**config.mk**
```make
export PLATFORM = sky130hd
export DESIGN_NAME = contactless_status_flags
export DESIGN_NICKNAME = d
export VERILOG_FILES = /design/src/status_flags_pkg.sv /design/src/contactless_status_flags.sv /design/src/fill_compare.sv /design/src/pin_sync.sv
export SDC_FILE = /design/constraint.sdc
export NUM_CORES = 1
export LEC_CHECK = 0
export BUFFER_PORTS_ARGS = -buffer_cell sky130_fd_sc_hd__clkbuf_2
export CORE_MARGIN = 2
export CORE_UTILIZATION = 39
export DETAILED_ROUTE_END_ITERATION = 7
export PLACE_DENSITY = 0.77
export SLEW_MARGIN = 20
export SYNTH_ARGS = -nofsm -noshare
export SYNTH_HDL_FRONTEND = slang
export SYNTH_SLANG_ARGS = --single-unit
```
**constraint.sdc**
```tcl
create_clock -name pclk -period 1.05 [get_ports pclk]
set_input_delay 0.1575 -clock pclk [delete_from_list [all_inputs] [get_ports pclk]]
set_output_delay 0.1575 -clock pclk [all_outputs]
set_load 0.02 [all_outputs]
```
**src/status_flags_pkg.sv**
```systemverilog
// package: offsets, fields and constants of the contactless status block
// What this block does
// - bit 7 reads 1 when any enabled group-1 source pends; cpu irq needs its enable
// - bit 4 reads 1 when any enabled group-0 source pends; cpu irq needs its enable
// - bit 6 drops while checksum calculates, rises when finished result is zero
// - bit 5 set when a standalone checksum compute command has finished
// - bit 3 reads 1 while the countdown timer runs
// - in gated mode bit 3 follows only the timer enable, not the gate
// - bit 2 shows the live field detector output, not latched
// - bit 1 is 1 when 64 minus fill count is at most the threshold
// - bit 0 is 1 when fill count is at most the threshold
`default_nettype none
package status_flags_pkg;
   localparam logic [15:0] status_one_offset = 16'h6337;
   localparam logic [15:0] irq_status_offset = 16'h0000;
   localparam logic [15:0] irq_mask_offset   = 16'h0004;
   localparam logic [31:0] status_one_addr   = {14'h0000, status_one_offset, 2'h0};
   localparam logic [31:0] irq_status_addr   = 32'h0000_0000;
   localparam logic [31:0] irq_mask_addr     = 32'h0000_0004;
   localparam int bit_irq1      = 7;
   localparam int bit_crc_zero  = 6;
   localparam int bit_crc_done  = 5;
   localparam int bit_irq0      = 4;
   localparam int bit_running   = 3;
   localparam int bit_field     = 2;
   localparam int bit_hi        = 1;
   localparam int bit_lo        = 0;
   localparam logic [7:0] status_reset = 8'h21;
   localparam logic [7:0] mask_reset   = 8'h00;
   localparam logic [6:0] queue_depth  = 7'h40;
   localparam int sync_stages   = 2;
endpackage : status_flags_pkg
`default_nettype wire

```
**src/contactless_status_flags.sv**
```systemverilog
// status register bank of the contactless unit with apb slave and event interrupt
`default_nettype none
module contactless_status_flags
   import status_flags_pkg::*;
(
   input  wire logic        pclk,
   input  wire logic        presetn,
   input  wire logic        psel,
   input  wire logic        penable,
   input  wire logic        pwrite,
   input  wire logic [31:0] paddr,
   input  wire logic [31:0] pwdata,
   input  wire logic [3:0]  pstrb,
   output logic [31:0]      prdata,
   output logic             pready,
   output logic             pslverr,
   input  wire logic [7:0]  comm_irq_sources,
   input  wire logic [7:0]  comm_irq_enables,
   input  wire logic [7:0]  misc_irq_sources,
   input  wire logic [7:0]  misc_irq_enables,
   input  wire logic [7:0]  group1_select,
   input  wire logic        cpu_irq_enable_group1,
   input  wire logic        cpu_irq_enable_group0,
   input  wire logic        checksum_busy,
   input  wire logic        checksum_result_zero,
   input  wire logic        checksum_compute_cmd,
   input  wire logic        checksum_finish,
   input  wire logic        countdown_enable,
   input  wire logic        countdown_gate,
   input  wire logic        field_detect_pin,
   input  wire logic [6:0]  queue_fill_count,
   input  wire logic [5:0]  fill_threshold,
   output logic             cpu_irq_group1,
   output logic             cpu_irq_group0,
   output logic             irq
);
   logic [7:0] status_d;
   logic [7:0] status_q;
   logic [7:0] event_q;
   logic [7:0] mask_q;
   logic [7:0] prev_q;
   logic       crc_zero_q;
   logic       crc_done_q;
   logic       field_present;
   logic       queue_nearly_full;
   logic       queue_nearly_empty;
   logic       irq_group1_pending;
   logic       irq_group0_pending;
   logic       access;
   logic       wr_status;
   logic       wr_mask;

   function automatic logic any_pending(input logic [7:0] src, input logic [7:0] en, input logic [7:0] sel);
      any_pending = |(src & en & sel);
   endfunction : any_pending

   pin_sync u_field_sync (
      .pclk    (pclk),
      .presetn (presetn),
      .din     (field_detect_pin),
      .dout    (field_present)
   );

   fill_compare u_fill (
      .queue_fill_count   (queue_fill_count),
      .fill_threshold     (fill_threshold),
      .queue_nearly_full  (queue_nearly_full),
      .queue_nearly_empty (queue_nearly_empty)
   );

   // group-1 sources are those picked by group1_select, the rest are group 0
   assign irq_group1_pending = any_pending(comm_irq_sources, comm_irq_enables, group1_select)
                             | any_pending(misc_irq_sources, misc_irq_enables, group1_select);
   assign irq_group0_pending = any_pending(comm_irq_sources, comm_irq_enables, ~group1_select)
                             | any_pending(misc_irq_sources, misc_irq_enables, ~group1_select);

   // checksum flags: zero flag low while busy, done flag only for the standalone command
   always_ff @(posedge pclk or negedge presetn) begin
      if (!presetn) begin
         crc_zero_q <= status_reset[bit_crc_zero];
         crc_done_q <= status_reset[bit_crc_done];
      end else begin
         if (checksum_busy) begin
            crc_zero_q <= 1'b0;
         end else if (checksum_finish) begin
            crc_zero_q <= checksum_result_zero;
         end
         if (checksum_busy && checksum_compute_cmd) begin
            crc_done_q <= 1'b0;
         end else if (checksum_finish && checksum_compute_cmd) begin
            crc_done_q <= 1'b1;
         end
      end
   end

   // the gate input is deliberately unused: running follows the enable only
   always_comb begin
      status_d               = 8'h00;
      status_d[bit_irq1]     = irq_group1_pending;
      status_d[bit_crc_zero] = crc_zero_q;
      status_d[bit_crc_done] = crc_done_q;
      status_d[bit_irq0]     = irq_group0_pending;
      status_d[bit_running]  = countdown_enable;
      status_d[bit_field]    = field_present;
      status_d[bit_hi]       = queue_nearly_full;
      status_d[bit_lo]       = queue_nearly_empty;
   end

   // recomputed every cycle, no bus path writes it
   always_ff @(posedge pclk or negedge presetn) begin
      if (!presetn) begin
         status_q <= status_reset;
      end else begin
         status_q <= status_d;
      end
   end

   always_ff @(posedge pclk or negedge presetn) begin
      if (!presetn) begin
         cpu_irq_group1 <= 1'b0;
         cpu_irq_group0 <= 1'b0;
      end else begin
         cpu_irq_group1 <= irq_group1_pending & cpu_irq_enable_group1;
         cpu_irq_group0 <= irq_group0_pending & cpu_irq_enable_group0;
      end
   end

   assign access    = psel & penable;
   assign wr_status = access & pwrite & pstrb[0] & (paddr == irq_status_addr);
   assign wr_mask   = access & pwrite & pstrb[0] & (paddr == irq_mask_addr);

   // rising edges of status bits are the events; set beats write-one-clear
   always_ff @(posedge pclk or negedge presetn) begin
      if (!presetn) begin
         prev_q  <= status_reset;
         event_q <= 8'h00;
      end else begin
         prev_q <= status_q;
         if (wr_status) begin
            event_q <= (event_q & ~pwdata[7:0]) | (status_q & ~prev_q);
         end else begin
            event_q <= event_q | (status_q & ~prev_q);
         end
      end
   end

   always_ff @(posedge pclk or negedge presetn) begin
      if (!presetn) begin
         mask_q <= mask_reset;
      end else if (wr_mask) begin
         mask_q <= pwdata[7:0];
      end
   end

   always_ff @(posedge pclk or negedge presetn) begin
      if (!presetn) begin
         irq <= 1'b0;
      end else begin
         irq <= |(event_q & mask_q);
      end
   end

   // zero-wait slave; read data registered in the setup cycle
   always_ff @(posedge pclk or negedge presetn) begin
      if (!presetn) begin
         prdata  <= 32'h0000_0000;
         pready  <= 1'b0;
         pslverr <= 1'b0;
      end else begin
         pready  <= psel & ~penable;
         pslverr <= 1'b0;
         if (psel && !penable) begin
            case (paddr)
               status_one_addr: begin
                  prdata  <= {24'h000000, status_q};
                  pslverr <= pwrite;
               end
               irq_status_addr: prdata <= {24'h000000, event_q};
               irq_mask_addr:   prdata <= {24'h000000, mask_q};
               default: begin
                  prdata  <= 32'h0000_0000;
                  pslverr <= 1'b1;
               end
            endcase
         end
      end
   end
endmodule : contactless_status_flags
`default_nettype wire

```
**src/fill_compare.sv**
```systemverilog
// watermark comparisons of queue fill count against threshold
`default_nettype none
module fill_compare
   import status_flags_pkg::*;
(
   input  wire logic [6:0] queue_fill_count,
   input  wire logic [5:0] fill_threshold,
   output logic            queue_nearly_full,
   output logic            queue_nearly_empty
);
   logic [6:0] room;
   // count is clamped to the depth so room never wraps
   always_comb begin
      room = (queue_fill_count > queue_depth) ? 7'h00 : 7'(queue_depth - queue_fill_count);
      queue_nearly_full  = room <= {1'b0, fill_threshold};
      queue_nearly_empty = queue_fill_count <= {1'b0, fill_threshold};
   end
endmodule : fill_compare
`default_nettype wire

```
**src/pin_sync.sv**
```systemverilog
// two-flop synchroniser for asynchronous pin levels
`default_nettype none
module pin_sync
   import status_flags_pkg::*;
(
   input  wire logic pclk,
   input  wire logic presetn,
   input  wire logic din,
   output logic      dout
);
   logic meta_q;
   logic sync_q;
   // first stage feeds only the second stage
   always_ff @(posedge pclk or negedge presetn) begin
      if (!presetn) begin
         meta_q <= 1'b0;
         sync_q <= 1'b0;
      end else begin
         meta_q <= din;
         sync_q <= meta_q;
      end
   end
   assign dout = sync_q;
endmodule : pin_sync
`default_nettype wire

```
==> results of run 1 <==
## through the flow
stage / setup TNS, ns / hold slack [ns]
after global placement: -20.62 / 0.168
final: -10.04 / 0.0125
after detailed placement: -21.33 / 0.172
after CTS: -11.00 / 0.00654
after global routing: -11.93 / 0.0113
after floorplan: -16.70 / -0.138
## sequential cells by signal, summed over array words and instances (netlist names)
signal	cells
prdata	8
event_q	8
status_q	8
mask_q	8
u_field_sync.meta_q	1
prev_q	8
crc_done_q	1
cpu_irq_group1	1
irq	1
pslverr	1
pready	1
cpu_irq_group0	1
crc_zero_q	1
u_field_sync.dout	1
## cells by family (layout without fill, tap and decap cells)
| group | Yosys count | after routing | share of synthesized area (%) |
|---|---|---|---|
| XOR/XNOR | 3 | 3 | 0.973 |
| AND/OR/NAND/NOR | 52 | 52 | 11.4 |
| flip-flops | 49 | 49 | 45.6 |
| buffers and inverters | 64 | 211 | 12.4 |
| AO/OA/AOI/OAI | 63 | 63 | 16.6 |
| other | 1 | 24 | 0.139 |
| multiplexers | 17 | 17 | 6.86 |
| adder cells (fa/ha/maj) | 13 | 13 | 6.02 |
## what timing repair did
| item | in CTS | in global routing |
|---|---|---|
| hold endpoints to repair | 46 | 0 |
| cloned | 1 | 0 |
| setup buffers | 11 | 9 |
| pin swaps | 18 | 19 |
| resized for setup | 18 | 37 |
| setup endpoints to repair | 28 | 35 |
| hold buffers | 3 | 0 |
## report_power, final
group,switching (mW),total (mW),leakage [nW],internal [mW]
Combinational,0.454,0.861,1.65,0.407
Sequential,0.0426,2.02,0.578,1.97
Clock,0.635,1.10,0.0439,0.461
Total,1.13,3.97,2.28,2.84
## how the worst max path moves through the flow
stage | from | to | slack (ns)
finish | queue_fill_count[0] | status_q[1] | -0.84
global route | queue_fill_count[0] | status_q[1] | -0.91
CTS | queue_fill_count[3] | status_q[1] | -0.81
detailed placement | queue_fill_count[0] | status_q[1] | -1.17
global placement | queue_fill_count[0] | status_q[1] | -1.06
floorplan | queue_fill_count[0] | status_q[1] | -0.91
## final cells by class
| type | count | share of cell area [%] |
|---|---|---|
| flip-flops and latches | 49 | 28.9 |
| clock buffers | 5 | 1.61 |
| clock inverters | 3 | 0.410 |
| inverters | 34 | 2.99 |
| multi-input cells | 172 | 37.6 |
| repair buffers | 169 | 26.2 |
| well taps | 80 | 2.35 |
## critical path: stages
cell and delay (ns):
clkbuf_2 0.11, nor4_4 0.30, nand2b_1 0.10, or2_4 0.25
a21boi_2 0.14, ha_1 0.26, nor2b_1 0.14, o21ai_1 0.13
nand2b_1 0.08, a221o_1 0.33, a21oi_2 0.12
## synth_stat cells (all sizes together) (2+ instances only)
cell type and n:
dfrtp 44, inv 34, buf 27, ha 13, a22oi 12, mux2 12, o21ai 12, a221o 9
nor3 9, nor4 9, o22ai 9, o41ai 8, a21oi 6, and2 6, nand4 6, nor2 6
dfstp 5, mux2i 5, nand2b 5, a21o 3, clkbuf 3, nand2 3, or4 2, xor2 2
## layer usage
| metal | up-vias | share of wire, % |
|---|---|---|
| met3 | 17 | 5.5 |
| met1 | 1218 | 38 |
| met5 | - | 0 |
| met4 | 0 | 2.0 |
| met2 | 105 | 55 |
| li1 | 1243 | - |
==> results.yml, run 1 <==
power_and_ir_drop:
  finalPower_mw: 3.97
  p_leak_nw: 2.28
  power_density_nw_per_um2: 931
  max-vdd-ir-drop_mv: 0.525
placement:
  pre_cts_ws_ns: -1.17
  dp_cells: 491
  portBuffers: 119
  gp_congestion: 0.849
  dpl.hpwl_microns: 5480
  dpl_cell_area_sq_um: 3810
min_path:
  whs_path_depth: 2
  min_to: "crc_done_q"
  hold_class: "primary input to register"
  min-delay-start: "checksum_compute_cmd"
cells_and_area:
  multi_input_area_sq_um: 1610
  nets: 579
  final_cell_mix: "clkbuf_2, dfrtp_1, buf_4, inv_1, conb_1"
  antenna_cells: 0
  layout-drive-gt1-share_pct: 54.2
  stdcell_area_sq_um: 4270
  seq_area_sq_um: 1230
  fillers: 530
  area_delta_synth_final_pct: 58.1
  final_util_pct: 63.2
  layout_commonest_cell: "clkbuf_2"
  finalNonFillerCells: 512
route:
  ant_nets: 0
  wl_per_cell_microns: 14.5
  viasPerCell: 5.04
  drtIter0Drc: 87
  totalWireLength_microns: 7430
  remaining_drc_errors: 0
  vias: 2583
  firstDrtPassIters: 4
synthesis:
  synth.distinct_cells: 38
  syn-mean-instance-area_sq_um: 10.3
  yosysTopAreaCell: "dfrtp_1"
  synth_top_area_share_pct: 40.8
  yosysSeqAreaShare_pct: 45.6
  synthArstFlopShare_pct: 100
  synthCells: 262
  ys_seq_elements: 49
  synth_ff_type: "dfrtp_1"
  yosys_warnings: 0
  synth-edff-count: 0
  synth_top_cells_by_area: "dfrtp_1, buf_4, ha_1"
  syn_area_sq_um: 2700
cts:
  cts.path.max_buffers: 2
  htreeDepth: 2
  cts_sinks: 49
  numCtsBuffers: 5
  cts_root_buf: "clkbuf_8"
  tritoncts: "built"
  clk_pin_slew_worst_paths_ns: 0.08
  clock_latency_ns: 0.31
global_routing:
  grt_pass1_vias: 2569
  grt_use_met3_pct: 3.79
  grt_start_max_net_pins: 50
  grt_first_pass_wirelength_microns: 11600
  grt.busiest_layer: "met2"
  grt_overflow: 0
  use_met1_pct: 22.6
  grt_usage_pct: 19.1
  use_met2_pct: 34.6
  antenna_found_initial: 0
floorplanning:
  coreArea_sq_um: 6760
  io_pins: 172
  die_w_microns: 87.2
  die_area_sq_um: 7600
  die_height_microns: 87.2
  rows: 30
  initial_core_util_pct: 40.0
sta:
  finalSetupViolations: 25
  hold_viol: 0
  grt_setup_unrepaired: "true"
  setup_ws_ns: -0.836
  clock-skew-final_ns: 0.0152
  period_share_pct: 180
  period_minus_slack_ns: 1.89
  slew_viol_final: 0
  timing.fmax_ghz: 0.530
critical_path:
  critPathCaptureType: "register"
  critPathLaunchType: "primary input"
  cp_max_fo: 3
  reg2reg_to: "prdata[2]"
  crit_required_ns: 1.28
  r2r_slack_ns: -0.06
  criticalPathCategory: "primary input to register"
  r2r_cells: 3
  reg2reg_from: "event_q[2]"
  cp_data_arrival_time_ns: 2.12
outcome:
  violations: "setup timing"
  status: "finished with violations"
run:
  maxCapViolCount: 0
(Power assumes the default switching activity.)
==> run 2, diff against run 1 <==
- CORE_MARGIN: 2 -> unset
- CTS_CLUSTER_SIZE: unset -> 16
- PLACE_DENSITY: 0.77 -> 0.82
==> results.yml, run 2 (same netlist as run 1, synthesis figures left out) <==
cells_and_area:
  final_util_pct: 67.2
  finalNonFillerCells: 517
  area_delta_synth_final_pct: 62.7
  stdcell_area_sq_um: 4390
  nets: 587
  antenna_cells: 0
  layout-drive-gt1-share_pct: 55.9
  layout_commonest_cell: "clkbuf_2"
  final_cell_mix: "clkbuf_2, dfrtp_1, buf_4, inv_1, conb_1"
floorplanning:
  io_pins: 172
  die_height_microns: 85.2
  die_area_sq_um: 7260
  die_w_microns: 85.2
  initial_core_util_pct: 41.3
  coreArea_sq_um: 6530
  rows: 29
power_and_ir_drop:
  power_density_nw_per_um2: 944
  p_leak_nw: 2.36
  finalPower_mw: 4.15
  max-vdd-ir-drop_mv: 0.537
sta:
  period_minus_slack_ns: 1.92
  hold_viol: 0
  slew_viol_final: 0
  timing.fmax_ghz: 0.520
  grt_setup_unrepaired: "true"
  setup_ws_ns: -0.872
  tns_ns: -12.55
  clock-skew-final_ns: 0.0107
  period_share_pct: 183
  finalSetupViolations: 26
global_routing:
  antenna_found_initial: 0
  grt_start_max_net_pins: 50
  grt_first_pass_wirelength_microns: 13300
  grt_overflow: 0
  grt_pass1_vias: 2856
  grt_usage_pct: 23.7
cts:
  clk_pin_slew_worst_paths_ns: 0.08
  cts.path.max_buffers: 2
  tritoncts: "built"
  numCtsBuffers: 5
  htreeDepth: 2
  cts_root_buf: "clkbuf_8"
  cts_sinks: 49
  clock_latency_ns: 0.30
outcome:
  status: "finished with violations"
  violations: "setup timing"
critical_path:
  r2r_slack_ns: -0.08
  cp_data_arrival_time_ns: 2.15
  criticalPathCategory: "primary input to register"
  critPathLaunchType: "primary input"
  crit_required_ns: 1.28
  critPathCaptureType: "register"
  reg2reg_to: "prdata[5]"
  cp_max_fo: 3
  r2r_cells: 3
  reg2reg_from: "mask_q[5]"
placement:
  gp_congestion: 0.825
  portBuffers: 119
  dp_cells: 495
  dpl.hpwl_microns: 5900
  dpl_cell_area_sq_um: 3850
min_path:
  whs_path_depth: 2
  min-delay-start: "cpu_irq_enable_group0"
  hold_class: "primary input to register"
  min_to: "cpu_irq_group0"
route:
  ant_nets: 0
  totalWireLength_microns: 8260
  vias: 2713
  drtIter0Drc: 86
  remaining_drc_errors: 0
  viasPerCell: 5.25
  wl_per_cell_microns: 16.0
  firstDrtPassIters: 4
run:
  maxCapViolCount: 0
-- run 2: area by class of cell --
type / instances / area [sq um]
fill: 484 / 2140
multi-input combinational: 172 / 1650
sequential: 49 / 1230
timing repair buffer: 177 / 1180
inverter: 34 / 130
clock buffer: 7 / 96.3
tap: 77 / 96.3
clock inverter: 1 / 5.00
-- run 2: metrics by stage --
stage / hold WS (ns) / setup slack [ns]
5_1_grt: 0.0707 / -0.924
3_3_place_gp: 0.167 / -1.07
6_report: 0.0882 / -0.872
4_1_cts: 0.00364 / -0.811
3_5_place_dp: 0.167 / -1.21
2_1_floorplan: -0.138 / -0.914
-- run 2: worst max path at each step --
stage / cells after the start / endpoint / slack [ns] / start
6_report: 11 / status_q[1] / -0.87 / queue_fill_count[0]
5_1_grt: 11 / status_q[1] / -0.92 / queue_fill_count[0]
4_1_cts: 11 / status_q[1] / -0.81 / queue_fill_count[3]
3_5_place_dp: 11 / status_q[1] / -1.21 / queue_fill_count[0]
3_3_place_gp: 11 / status_q[1] / -1.07 / queue_fill_count[0]
2_1_floorplan: 10 / status_q[1] / -0.91 / queue_fill_count[0]
-- run 2: layer usage --
layer	track usage [%]	vias up	wire length, microns
met5	0	-	0
met4	10.3	0	253
met1	24.8	1290	2880
met2	45.4	142	4660
li1	-	1258	-
met3	4.67	23	471
-- run 2: where the power goes --
group	total [mW]	switching, mW	internal (mW)
sequential	2.01	0.0393	1.97
combinational	0.938	0.497	0.441
clock	1.19	0.599	0.596
-- run 2: repair_timing --
item / in CTS / in global routing
hold endpoints to repair: 47 / 1
setup buffers: 6 / 2
hold buffers: 4 / 1
setup endpoints to repair: 27 / 30
gates cloned: 1 / 0
pin swaps: 22 / 15
resized for setup: 29 / 31
-- run 2: critical path, cell delays in order --
cell and delay (ns):
clkbuf_2 0.12, nor4_4 0.32, nand2b_1 0.12, or2_4 0.26
a21boi_2 0.14, ha_1 0.26, nor2b_4 0.13, o21ai_1 0.13
nand2b_1 0.07, a221o_1 0.32, a21oi_2 0.12
